`src/cmp2_defines.svh`:
```
// Offsets, field positions, reset values and timing counts for the comparator control block.
// Assumes inclusion by bare name from the package and the design file.
`ifndef CMP2_DEFINES_SVH
`define CMP2_DEFINES_SVH
`define CMP2_ADDR_W          4
`define CMP2_OFS_STATUS      4'h3
`define CMP2_OFS_CMP1_CTRL   4'h7
`define CMP2_OFS_CMP2_CTRL   4'h8
`define CMP2_OFS_PIN_DIR     4'h6
`define CMP2_BIT_RESULT      7
`define CMP2_BIT_DRIVE_N     6
`define CMP2_BIT_POLARITY    5
`define CMP2_BIT_POS_HI      4
`define CMP2_BIT_ON          3
`define CMP2_BIT_NEG_SEL     2
`define CMP2_BIT_POS_LO      1
`define CMP2_BIT_WAKE_DIS    0
`define CMP2_ST_PIN_WAKE     7
`define CMP2_ST_CMP_WAKE     6
`define CMP2_ST_PAGE         5
`define CMP2_ST_TIMEOUT      4
`define CMP2_ST_POWERDOWN    3
`define CMP2_CTRL_POR        7'h7F
`define CMP2_STATUS_POR      8'h18
`define CMP2_PIN_DIR_POR     6'h3F
`define CMP2_UNMAPPED_DATA   32'h0000_0000
`define CMP2_WAIT_CYCLES     1
`endif

```
`src/cmp2_pkg.sv`:
```
// Types shared by the comparator control block.
// Assumes cmp2_defines.svh is in the include path.
`include "cmp2_defines.svh"
package cmp2_pkg;
	typedef enum logic [1:0] {
		CMP2_IDLE = 2'b01,
		CMP2_ACK  = 2'b00
	} cmp2_bus_state_type;

	typedef struct packed {
		logic [`CMP2_ADDR_W-1:0] address;
		logic                    read;
		logic                    write;
		logic [31:0]             writedata;
	} cmp2_avm_req_type;

	typedef struct packed {
		logic       pin_wake;
		logic       cmp_wake;
		logic       wdt_reset;
		logic       master_clear;
		logic       sleeping;
	} cmp2_event_type;

	typedef struct packed {
		cmp2_bus_state_type bus_state;
		logic [31:0]        readdata;
		logic [7:0]         status;
		logic [6:0]         cmp1_ctrl;
		logic [6:0]         cmp2_ctrl;
		logic [5:0]         pin_dir;
		logic [1:0]         result_sync;
		logic               result;
		logic               pin_out;
		logic               pin_oe_n;
		logic               powered;
		logic               neg_sel;
		logic [1:0]         pos_sel;
		logic               wake_armed;
	} cmp2_state_type;
endpackage

```
`src/cmp2_ctrl.sv`:
```
// Control and status registers of the second comparator and the core status flags.
// Assumes an Avalon-MM master on clk_in, the analogue comparator outside, and
// reset causes delivered as one-cycle pulses from logic on the same clock.
// Summary of operation
// - Polarity bit one passes result, zero inverts.
// - Drive bit one keeps result off the pin.
// - Comparator powered only while enable bit is one.
// - Negative select: one pin, zero internal reference.
// - Polarity, reference, wake bits act only when enabled.
// - Power-on loads ones; other resets keep bits.
// - Comparator wake sets pattern 0101 0uuu.
// - Pin wake sets pattern 1001 0uuu.
// - Watchdog reset in sleep gives 0000 0uuu.
// - Watchdog reset running gives 0000 uuuu.
// - Master clear in sleep gives 0001 0uuu.
// - Master clear running gives 000u uuuu.
//
// Register map, one 8-bit register per word index, upper bytes read zero:
// index 3 core_status_flags, index 6 pin_direction_control,
// index 7 comparator_one_control, index 8 comparator_two_control.
// Control bit 7 is the live result at index 8, reads zero at index 7, and ignores writes; a power-on reset
// loads the other seven bits with ones, every later reset cause leaves them.
// The bus state encoding keeps bit 0 equal to waitrequest, so the stall
// output is a flip-flop and not a decoder that could glitch.
`timescale 1ns/1ps
`default_nettype none
`include "cmp2_defines.svh"
module cmp2_ctrl
	import cmp2_pkg::*;
(
	input  wire logic                    clk_in,            // Core clock, 100 MHz.
	input  wire logic                    reset_in,          // Power-on reset, async high.
	input  wire logic [`CMP2_ADDR_W-1:0] avs_address_in,    // Register index.
	input  wire logic                    avs_read_in,       // Read request.
	input  wire logic                    avs_write_in,      // Write request.
	input  wire logic [31:0]             avs_writedata_in,  // Write data.
	input  wire logic [3:0]              avs_byteenable_in, // Byte lanes.
	output logic      [31:0]             avs_readdata_out,  // Read data.
	output logic                         avs_waitrequest_out, // Stall.
	input  wire logic                    cmp_raw_in,        // Analogue decision pin.
	input  wire logic                    pin_wake_in,       // Pin change wake pulse.
	input  wire logic                    cmp_wake_in,       // Comparator wake pulse.
	input  wire logic                    wdt_reset_in,      // Watchdog reset pulse.
	input  wire logic                    master_clear_in,   // Master clear pulse.
	input  wire logic                    sleeping_in,       // Core is in sleep.
	output logic                         cmp_powered_out,   // Comparator power on.
	output logic                         cmp_neg_sel_out,   // 1 neg pin, 0 vref.
	output logic      [1:0]              cmp_pos_sel_out,   // Positive input choice.
	output logic                         cmp_wake_arm_out,  // Wake on change armed.
	output logic                         cmp_pin_out,       // Output pin level.
	output logic                         cmp_pin_oe_n_out   // Output enable, low drives.
);
	cmp2_state_type   cur_ff;
	cmp2_state_type   nxt_ff;
	cmp2_avm_req_type req;
	cmp2_event_type   evt;
	logic             polarized;
	logic [7:0]       ctrl_read;
	logic [7:0]       st_mask;

	assign req = '{address: avs_address_in, read: avs_read_in,
		write: avs_write_in, writedata: avs_writedata_in};
	assign evt = '{pin_wake: pin_wake_in, cmp_wake: cmp_wake_in,
		wdt_reset: wdt_reset_in, master_clear: master_clear_in,
		sleeping: sleeping_in};

	always_comb begin
		nxt_ff = cur_ff;
		polarized = 1'b0;
		ctrl_read = 8'h00;
		st_mask = 8'h00;
		// The comparator output is asynchronous to the core clock.
		nxt_ff.result_sync = {cur_ff.result_sync[0], cmp_raw_in};
		polarized = cur_ff.result_sync[1];
		if (cur_ff.cmp2_ctrl[`CMP2_BIT_ON]) begin
			if (!cur_ff.cmp2_ctrl[`CMP2_BIT_POLARITY]) begin
				polarized = ~cur_ff.result_sync[1];
			end
		end
		nxt_ff.result = polarized;
		nxt_ff.powered = cur_ff.cmp2_ctrl[`CMP2_BIT_ON];
		// When off, shared pins fall back to their other owners, so the
		// selects drop to defaults and the pin is released.
		nxt_ff.neg_sel = cur_ff.cmp2_ctrl[`CMP2_BIT_ON] &
			cur_ff.cmp2_ctrl[`CMP2_BIT_NEG_SEL];
		nxt_ff.pos_sel = cur_ff.cmp2_ctrl[`CMP2_BIT_ON] ?
			{cur_ff.cmp2_ctrl[`CMP2_BIT_POS_HI],
			 cur_ff.cmp2_ctrl[`CMP2_BIT_POS_LO]} : 2'b00;
		nxt_ff.wake_armed = cur_ff.cmp2_ctrl[`CMP2_BIT_ON] &
			~cur_ff.cmp2_ctrl[`CMP2_BIT_WAKE_DIS];
		nxt_ff.pin_oe_n = ~(cur_ff.cmp2_ctrl[`CMP2_BIT_ON] &
			~cur_ff.cmp2_ctrl[`CMP2_BIT_DRIVE_N]);
		nxt_ff.pin_out = polarized;

		// Bus slave: one wait cycle, then answer.
		case (cur_ff.bus_state)
			CMP2_IDLE: begin
				if (req.read || req.write) begin
					nxt_ff.bus_state = CMP2_ACK;
				end
			end
			CMP2_ACK: begin
				nxt_ff.bus_state = CMP2_IDLE;
			end
			default: begin
				nxt_ff.bus_state = CMP2_IDLE;
			end
		endcase
		ctrl_read = {cur_ff.result, cur_ff.cmp2_ctrl};
		if (cur_ff.bus_state == CMP2_IDLE && req.read) begin
			if (req.address == `CMP2_OFS_STATUS) begin
				nxt_ff.readdata = {24'h000000, cur_ff.status};
			end else if (req.address == `CMP2_OFS_CMP2_CTRL) begin
				nxt_ff.readdata = {24'h000000, ctrl_read};
			end else if (req.address == `CMP2_OFS_CMP1_CTRL) begin
				nxt_ff.readdata = {24'h000000, 1'b0, cur_ff.cmp1_ctrl};
			end else if (req.address == `CMP2_OFS_PIN_DIR) begin
				nxt_ff.readdata = {26'h0, cur_ff.pin_dir};
			end else begin
				nxt_ff.readdata = `CMP2_UNMAPPED_DATA;
			end
		end
		if (cur_ff.bus_state == CMP2_ACK && req.write &&
			avs_byteenable_in[0]) begin
			if (req.address == `CMP2_OFS_STATUS) begin
				// Time-out and power-down are read-only to software.
				nxt_ff.status = {req.writedata[7:5], cur_ff.status[4:3],
					req.writedata[2:0]};
			end else if (req.address == `CMP2_OFS_CMP2_CTRL) begin
				nxt_ff.cmp2_ctrl = req.writedata[6:0];
			end else if (req.address == `CMP2_OFS_CMP1_CTRL) begin
				nxt_ff.cmp1_ctrl = req.writedata[6:0];
			end else if (req.address == `CMP2_OFS_PIN_DIR) begin
				nxt_ff.pin_dir = req.writedata[5:0];
			end
		end

		// Reset and wake causes override software writes in the same cycle;
		// the control bits keep their values on all of them.
		st_mask = cur_ff.status;
		if (evt.master_clear) begin
			st_mask[`CMP2_ST_PIN_WAKE] = 1'b0;
			st_mask[`CMP2_ST_CMP_WAKE] = 1'b0;
			st_mask[`CMP2_ST_PAGE] = 1'b0;
			if (evt.sleeping) begin
				st_mask[`CMP2_ST_TIMEOUT] = 1'b1;
				st_mask[`CMP2_ST_POWERDOWN] = 1'b0;
			end
			nxt_ff.status = st_mask;
		end else if (evt.wdt_reset) begin
			st_mask[7:4] = 4'h0;
			if (evt.sleeping) begin
				st_mask[`CMP2_ST_POWERDOWN] = 1'b0;
			end
			nxt_ff.status = st_mask;
		end else if (evt.pin_wake && evt.sleeping) begin
			st_mask[7:3] = 5'h12;
			nxt_ff.status = st_mask;
		end else if (evt.cmp_wake && evt.sleeping && cur_ff.wake_armed) begin
			st_mask[7:3] = 5'h0A;
			nxt_ff.status = st_mask;
		end
	end

	always_ff @(posedge clk_in or posedge reset_in) begin
		if (reset_in) begin
			cur_ff.bus_state   <= CMP2_IDLE;
			cur_ff.readdata    <= 32'h0000_0000;
			cur_ff.status      <= `CMP2_STATUS_POR;
			cur_ff.cmp1_ctrl   <= `CMP2_CTRL_POR;
			cur_ff.cmp2_ctrl   <= `CMP2_CTRL_POR;
			cur_ff.pin_dir     <= `CMP2_PIN_DIR_POR;
			cur_ff.result_sync <= 2'b00;
			cur_ff.result      <= 1'b0;
			cur_ff.pin_out     <= 1'b0;
			cur_ff.pin_oe_n    <= 1'b1;
			cur_ff.powered     <= 1'b0;
			cur_ff.neg_sel     <= 1'b0;
			cur_ff.pos_sel     <= 2'b00;
			cur_ff.wake_armed  <= 1'b0;
		end else begin
			cur_ff <= nxt_ff;
		end
	end

	assign avs_readdata_out    = cur_ff.readdata;
	assign avs_waitrequest_out = cur_ff.bus_state[0];
	assign cmp_powered_out     = cur_ff.powered;
	assign cmp_neg_sel_out     = cur_ff.neg_sel;
	assign cmp_pos_sel_out     = cur_ff.pos_sel;
	assign cmp_wake_arm_out    = cur_ff.wake_armed;
	assign cmp_pin_out         = cur_ff.pin_out;
	assign cmp_pin_oe_n_out    = cur_ff.pin_oe_n;
endmodule
`default_nettype wire

```
`config.mk`:
```
export PLATFORM = sky130hd
export DESIGN_NAME = cmp2_ctrl
export DESIGN_NICKNAME = d
export VERILOG_FILES = /design/src/cmp2_pkg.sv /design/src/cmp2_ctrl.sv
export VERILOG_INCLUDE_DIRS = /design/src
export SDC_FILE = /design/constraint.sdc
export NUM_CORES = 1
export LEC_CHECK = 0
export ABC_AREA = 1
export BUFFER_PORTS_ARGS = -buffer_cell sky130_fd_sc_hd__buf_4
export CAP_MARGIN = 20
export CORE_MARGIN = 2
export CORE_UTILIZATION = 44
export CTS_CLUSTER_DIAMETER = 60
export DETAILED_ROUTE_END_ITERATION = 6
export PLACE_DENSITY = 0.85
export REMOVE_ABC_BUFFERS = 1
export SYNTH_ARGS = -nofsm -noshare
export SYNTH_HDL_FRONTEND = slang
export SYNTH_SLANG_ARGS = --single-unit
```
`constraint.sdc`:
```
create_clock -name clk_in -period 1.1 [get_ports clk_in]
set_input_delay 0.055 -clock clk_in [delete_from_list [all_inputs] [get_ports clk_in]]
set_output_delay 0.055 -clock clk_in [all_outputs]
set_load 0.01 [all_outputs]
```
# Yosys cells after proc, flatten, opt, wreduce, memory -nomap -nowiden
# Cells that the tools add are included.
[totals] register_bits=71 input_bits=50 output_inout_bits=40 elab_cells=80
[op_classes] eq_ne=8 mux=24 n_bitwise=14 n_reduce_logical=18
[ops] op="$mux 8" count=7
[ops] op="$mux 28" count=1
[ops] op="$mux 7" count=4
[ops] op="$mux 6" count=4
[ops] op="$mux 20" count=1
[ops] op="$not 1->1" count=11
[ops] op="$reduce_bool 5->1" count=2
[ops] op="$eq 4x3->1 const B" count=2
[ops] op="$mux 2" count=4
[ops] op="$logic_and 1x1->1" count=6
[ops] op="$reduce_and 3->1" count=2
[ops] op="$reduce_and 6->1" count=1
[ops] op="$reduce_and 5->1" count=1
[ops] op="$eq 4x2->1 const B" count=1
[ops] op="$eq 4x4->1 const B" count=1
[ops] op="$ne 2x1->1 const B" count=2
[ops] op="$reduce_and 2->1" count=2
[ops] op="$reduce_and 4->1" count=1
[ops] op="$reduce_bool 4->1" count=1
[ops] op="$and 1x1->1" count=3
[ops] op="$mux 1" count=3
[ops] op="$eq 2x1->1 const B" count=1
[ops] op="$logic_not 2->1" count=1
[ops] op="$ne 2x2->1 const B" count=1
[ops] op="$logic_or 1x1->1" count=1

# Longest topological paths before layout
[depth] ltp_word=10 depth_mapped=8 depth_no_buf=8

# Worst setup path after synthesis
# No wires, ideal clock.
[synth_timing] path_kind="register -> register" startpoint="reg cur_ff (netlist bit avs_waitrequest_out)" endpoint="reg cur_ff[10] (netlist bit)" setup_time_ps=69 arrival_time_ps=1230 required_time_ps=1031 setup_slack_ps=-198 stages_incl_launch_ff=8 period_less_slack_ps=1298 path_cell_list="dfstp_2 inv_1 nand3_1 inv_1 nand3_1 buf_6 nand2_1 o21ai_2"
[synth_between] elab_chain_cells=4
[synth_lines] element="start: declaration" line="cmp2_ctrl.sv:53" text="cmp2_state_type cur_ff;"
[synth_lines] element="start signal: assignment" line="cmp2_ctrl.sv:182" text="cur_ff <= nxt_ff;"
[synth_lines] element="$logic_not 2->1" line="cmp2_ctrl.sv:123" text="if (cur_ff.bus_state == CMP2_ACK && req.write &&"
[synth_lines] element="$logic_and 1x1->1 (2 in series)" line="cmp2_ctrl.sv:123"
[synth_lines] element="$reduce_and 5->1 (no source line)"
# No other way between the ends.
# A chain may end at the register's enable or synchronous reset.

# Worst setup path in the final report
[layout_timing] startpoint="reg cur_ff (netlist bit avs_waitrequest_out)" endpoint="reg cur_ff[24] (netlist bit)"
[layout_between] elab_chain_cells=4
[layout_lines] element="$logic_not 2->1" line="cmp2_ctrl.sv:123"
[layout_lines] element="$logic_and 1x1->1 (2 in series)" line="cmp2_ctrl.sv:123"
[layout_lines] element="$reduce_and 4->1 (no source line)"
# No other way between the ends.

==> run_summary.xml <==
<?xml version="1.0" encoding="UTF-8"?>
<metrics>
  <group name="place">
    <metric name="placedInstanceArea" unit="um2">2720</metric>
    <metric name="finalWeightedCongestion" unit="">0.896</metric>
    <metric name="post_placement_cell_count" unit="">378</metric>
    <metric name="dpl_worst_slack" unit="ps">-159</metric>
    <metric name="port_buffers" unit="">38</metric>
    <metric name="post-dp-hpwl" unit="um">3530</metric>
  </group>
  <group name="clock_network">
    <metric name="clockBufferDepth" unit="">2</metric>
    <metric name="cts_inserted_buffers" unit="">5</metric>
    <metric name="clockRootBuffer" unit="">clkbuf_8</metric>
    <metric name="clock_insertion_delay_worst_skew" unit="ps">310</metric>
    <metric name="clkSlewWorstSetupHoldPaths" unit="ps">80</metric>
    <metric name="tritoncts" unit="">built</metric>
    <metric name="cts-htree-levels" unit="">2</metric>
    <metric name="clock_sinks" unit="">46</metric>
  </group>
  <group name="die">
    <metric name="io-pin-count" unit="">90</metric>
    <metric name="starting_utilization_of_the_core_area" unit="">0.464</metric>
    <metric name="core-area" unit="um2">5170</metric>
    <metric name="dieArea" unit="um2">6060</metric>
    <metric name="chipHeight" unit="um">77.8</metric>
    <metric name="die_width" unit="um">77.8</metric>
    <metric name="placement_rows" unit="">26</metric>
  </group>
  <group name="worst_setup_path">
    <metric name="worstRegToRegCells" unit="">7</metric>
    <metric name="critical_path.startpoint_type" unit="">flop</metric>
    <metric name="worstReg2RegEnd" unit="">cur_ff[24]$_DFFE_PP1P_</metric>
    <metric name="endpoint_kind" unit="">flop</metric>
    <metric name="timing.reg2reg.setup_slack" unit="ps">-100</metric>
    <metric name="cpMaxStageDelayCell" unit="">dfstp_2</metric>
    <metric name="timing_worst_setup_path_type" unit="">reg -&gt; reg</metric>
    <metric name="crit_buf_inv" unit="">3</metric>
    <metric name="critical_path.max_stage_delay" unit="ps">560</metric>
    <metric name="worst-endpoint-arrival" unit="ps">1430</metric>
    <metric name="critical_path.max_fanout" unit="">7</metric>
    <metric name="worst_r2r_startpoint" unit="">avs_waitrequest_out$_DFFE_PP1P_</metric>
    <metric name="critical-path-top-cell-by-count" unit="">nand3_4</metric>
    <metric name="worst-endpoint-required" unit="ps">1330</metric>
    <metric name="path_cells" unit="">inv_2 -&gt; nand3_4 -&gt; inv_4 -&gt; buf_6 -&gt; nand3_4 -&gt; nand2_1 -&gt; o21ai_1</metric>
    <metric name="path_delay_family" unit="">flip-flops</metric>
  </group>
  <group name="global_routing">
    <metric name="first_global_vias" unit="">1919</metric>
    <metric name="grt_usage" unit="">0.192</metric>
    <metric name="wire_length_of_the_first_global_routing_pass" unit="um">8950</metric>
    <metric name="maximum_number_of_pins_on_one_net_before_global_route_repair" unit="">47</metric>
    <metric name="antenna_found_initial" unit="">0</metric>
    <metric name="globalRoute.totalOverflow" unit="">0</metric>
  </group>
  <group name="finish">
    <metric name="multi_input_area" unit="um2">1060</metric>
    <metric name="finalInstanceArea" unit="um2">3140</metric>
    <metric name="layout_common_cells" unit="">buf_4 (45), nand2_1 (37), nand3_1 (35)</metric>
    <metric name="mostFrequentLayoutCell" unit="">buf_4</metric>
    <metric name="drive_above_1_share" unit="">0.453</metric>
    <metric name="utilization" unit="">0.608</metric>
    <metric name="fillerInstances" unit="">421</metric>
    <metric name="flow.area_growth_from_synthesis" unit="%">31.1</metric>
    <metric name="finalNonFillerCells" unit="">397</metric>
    <metric name="seqCellArea" unit="um2">1180</metric>
    <metric name="diodes" unit="">0</metric>
    <metric name="nets" unit="">376</metric>
  </group>
  <group name="logic_synthesis">
    <metric name="syn-instance-count" unit="">272</metric>
    <metric name="syn_area" unit="um2">2400</metric>
    <metric name="synth.ff_latch_count" unit="">46</metric>
    <metric name="postSynthAreaPerCell" unit="um2">8.82</metric>
    <metric name="synth-seq-area-share" unit="">0.492</metric>
    <metric name="yosysWarningCount" unit="">0</metric>
    <metric name="synth.lib_cells_used.distinct" unit="">21</metric>
  </group>
  <group name="worst_hold_path">
    <metric name="hold-path-endpoint" unit="">ctrl_read[6]$_DFFE_PP1P_</metric>
    <metric name="hold_wc_startpoint" unit="">avs_writedata_in[6]</metric>
    <metric name="holdPathStages" unit="">3</metric>
    <metric name="worst_hold_path_type" unit="">in -&gt; reg</metric>
  </group>
  <group name="power_and_ir_drop">
    <metric name="share_seq_of_total_power" unit="">0.490</metric>
    <metric name="power_leakage" unit="nW">1.50</metric>
    <metric name="p_total" unit="W">0.00431</metric>
    <metric name="total_internal_power" unit="W">0.00313</metric>
    <metric name="clkPwrFrac" unit="">0.304</metric>
    <metric name="power_density" unit="nW/um2">1370</metric>
    <metric name="p_sw_frac" unit="">0.274</metric>
    <metric name="ir_drop_worst_case_vdd" unit="V">0.00104</metric>
    <metric name="power.combinational.fraction" unit="">0.205</metric>
    <metric name="switching_power" unit="W">0.00118</metric>
  </group>
  <group name="sta">
    <metric name="clock.fmax" unit="MHz">834</metric>
    <metric name="post-route-min-period" unit="ps">1200</metric>
    <metric name="finalClockSkew" unit="ps">15.2</metric>
    <metric name="final-max-slew-violation-count" unit="">0</metric>
    <metric name="post-route-worst-setup-slack" unit="ps">-99.1</metric>
    <metric name="unrepaired_setup_endpoints_after_global_routing" unit="">true</metric>
    <metric name="setup_viol" unit="">33</metric>
    <metric name="timing.final.hold_violations" unit="">0</metric>
    <metric name="fin_crit_sh" unit="">1.09</metric>
  </group>
  <group name="outcome">
    <metric name="failed_checks" unit="">negative setup slack</metric>
    <metric name="status" unit="">complete, but fails checks</metric>
  </group>
  <group name="routing">
    <metric name="detail_route.wl_per_cell" unit="um">14.0</metric>
    <metric name="number_of_drc_markers_in_iteration_0" unit="">165</metric>
    <metric name="dr_total_vias" unit="">1917</metric>
    <metric name="wirelength" unit="um">5580</metric>
    <metric name="drt-vias-per-instance" unit="">4.83</metric>
    <metric name="drtPass1Iterations" unit="">4</metric>
    <metric name="ant_nets" unit="">0</metric>
    <metric name="remaining_drc_errors" unit="">0</metric>
  </group>
  <group name="job">
    <metric name="drv_cap" unit="">0</metric>
  </group>
</metrics>
## per-stage QoR
| step | TNS, ps | hold WS, ps |
|---|---|---|
| 2_1_floorplan | -3820 | 86.4 |
| 3_3_place_gp | -2080 | 114 |
| 3_5_place_dp | -2950 | 117 |
| 4_1_cts | -1250 | 1.78 |
| 5_1_grt | -3840 | 6.71 |
| 6_report | -2100 | 4.97 |
## synthesized netlist by cell type
cell type,count,area [um2]
buf_4,34,255
conb_1,1,3.75
nor2_1,25,93.8
dfstp_2,24,631
a21oi_1,2,10.0
o21ai_0,14,70.1
o21ai_2,13,114
a31oi_1,1,6.26
nand3_4,2,35.0
buf_6,4,45.0
nand2_1,54,203
nand2_2,2,12.5
nand3_1,37,185
or2_2,1,6.26
nor2_4,4,45.0
inv_1,24,90.1
buf_2,2,10.0
xnor2_1,1,8.76
nor2_2,2,12.5
dfrtp_1,22,551
inv_2,3,11.3
## registers in the layout, summed over array words and instances (netlist names)
register,flops
cmp_pin_out,1
cmp_pos_sel_out,2
cmp_wake_arm_out,1
cur_ff,23
cmp_powered_out,1
avs_waitrequest_out,1
ctrl_read,7
cmp_pin_oe_n_out,1
cmp_neg_sel_out,1
avs_readdata_out,8
## worst max path at each step
stage                               startpoint                     end  cells after the start
2_1_floorplan  avs_waitrequest_out$_DFFE_PP1P_  cur_ff[10]$_DFFE_PP1P_                      6
3_3_place_gp   avs_waitrequest_out$_DFFE_PP1P_  cur_ff[12]$_DFFE_PP1P_                      7
3_5_place_dp   avs_waitrequest_out$_DFFE_PP1P_  cur_ff[36]$_DFFE_PP0P_                      7
4_1_cts        avs_waitrequest_out$_DFFE_PP1P_  cur_ff[28]$_DFFE_PP1P_                      7
5_1_grt        avs_waitrequest_out$_DFFE_PP1P_  cur_ff[27]$_DFFE_PP1P_                      7
6_report       avs_waitrequest_out$_DFFE_PP1P_  cur_ff[24]$_DFFE_PP1P_                      7
## power by group through the flow
stage                     Combinational [W]  Sequential, W  Clock (W)
after floorplan                    0.000359        0.00212          0
after global placement             0.000725        0.00209          0
after detailed placement           0.000746        0.00210          0
after CTS                          0.000822        0.00209    0.00133
after global routing               0.000966        0.00214    0.00141
final                              0.000884        0.00211    0.00131
## final cells by class
type / count / area share
clock inverter: 1 / 0.00955
sequential: 46 / 0.376
inverter: 27 / 0.0338
clock buffer: 7 / 0.0275
timing repair buffer: 63 / 0.189
tap: 70 / 0.0279
multi-input combinational: 183 / 0.336
## cell families after synthesis
kind of cell,synth area share
AND/OR/NAND/NOR,0.247
buffers and inverters,0.172
flip-flops,0.492
AO/OA/AOI/OAI,0.0835
XOR/XNOR,0.00365
other,0.00156
## routing by layer
layer | GRT usage | wire [um] | part of all wire | up-vias
met1 | 0.237 | 2270 | 0.41 | 924
met4 | 0.0982 | 126 | 0.023 | 0
li1 | - | - | - | 920
met5 | 0 | 0 | 0 | -
met2 | 0.322 | 2850 | 0.51 | 59
met3 | 0.0349 | 334 | 0.060 | 14
## worst reg2reg max path, cell delays in order (launching register included)
cell	delay (ps)
dfstp_2	560
inv_2	50
nand3_4	70
inv_4	60
buf_6	120
nand3_4	110
nand2_1	70
o21ai_1	80
## what timing repair did
action / in CTS / in global routing
pin swaps: 9 / 16
setup endpoints to repair: 33 / 34
buffers inserted: 1 / 1
gates resized for setup: 36 / 30
endpoints found under the hold margin: 25 / 0
cloned: 2 / 0
hold buffers: 7 / 0
Power figures use the tool's default switching activity.
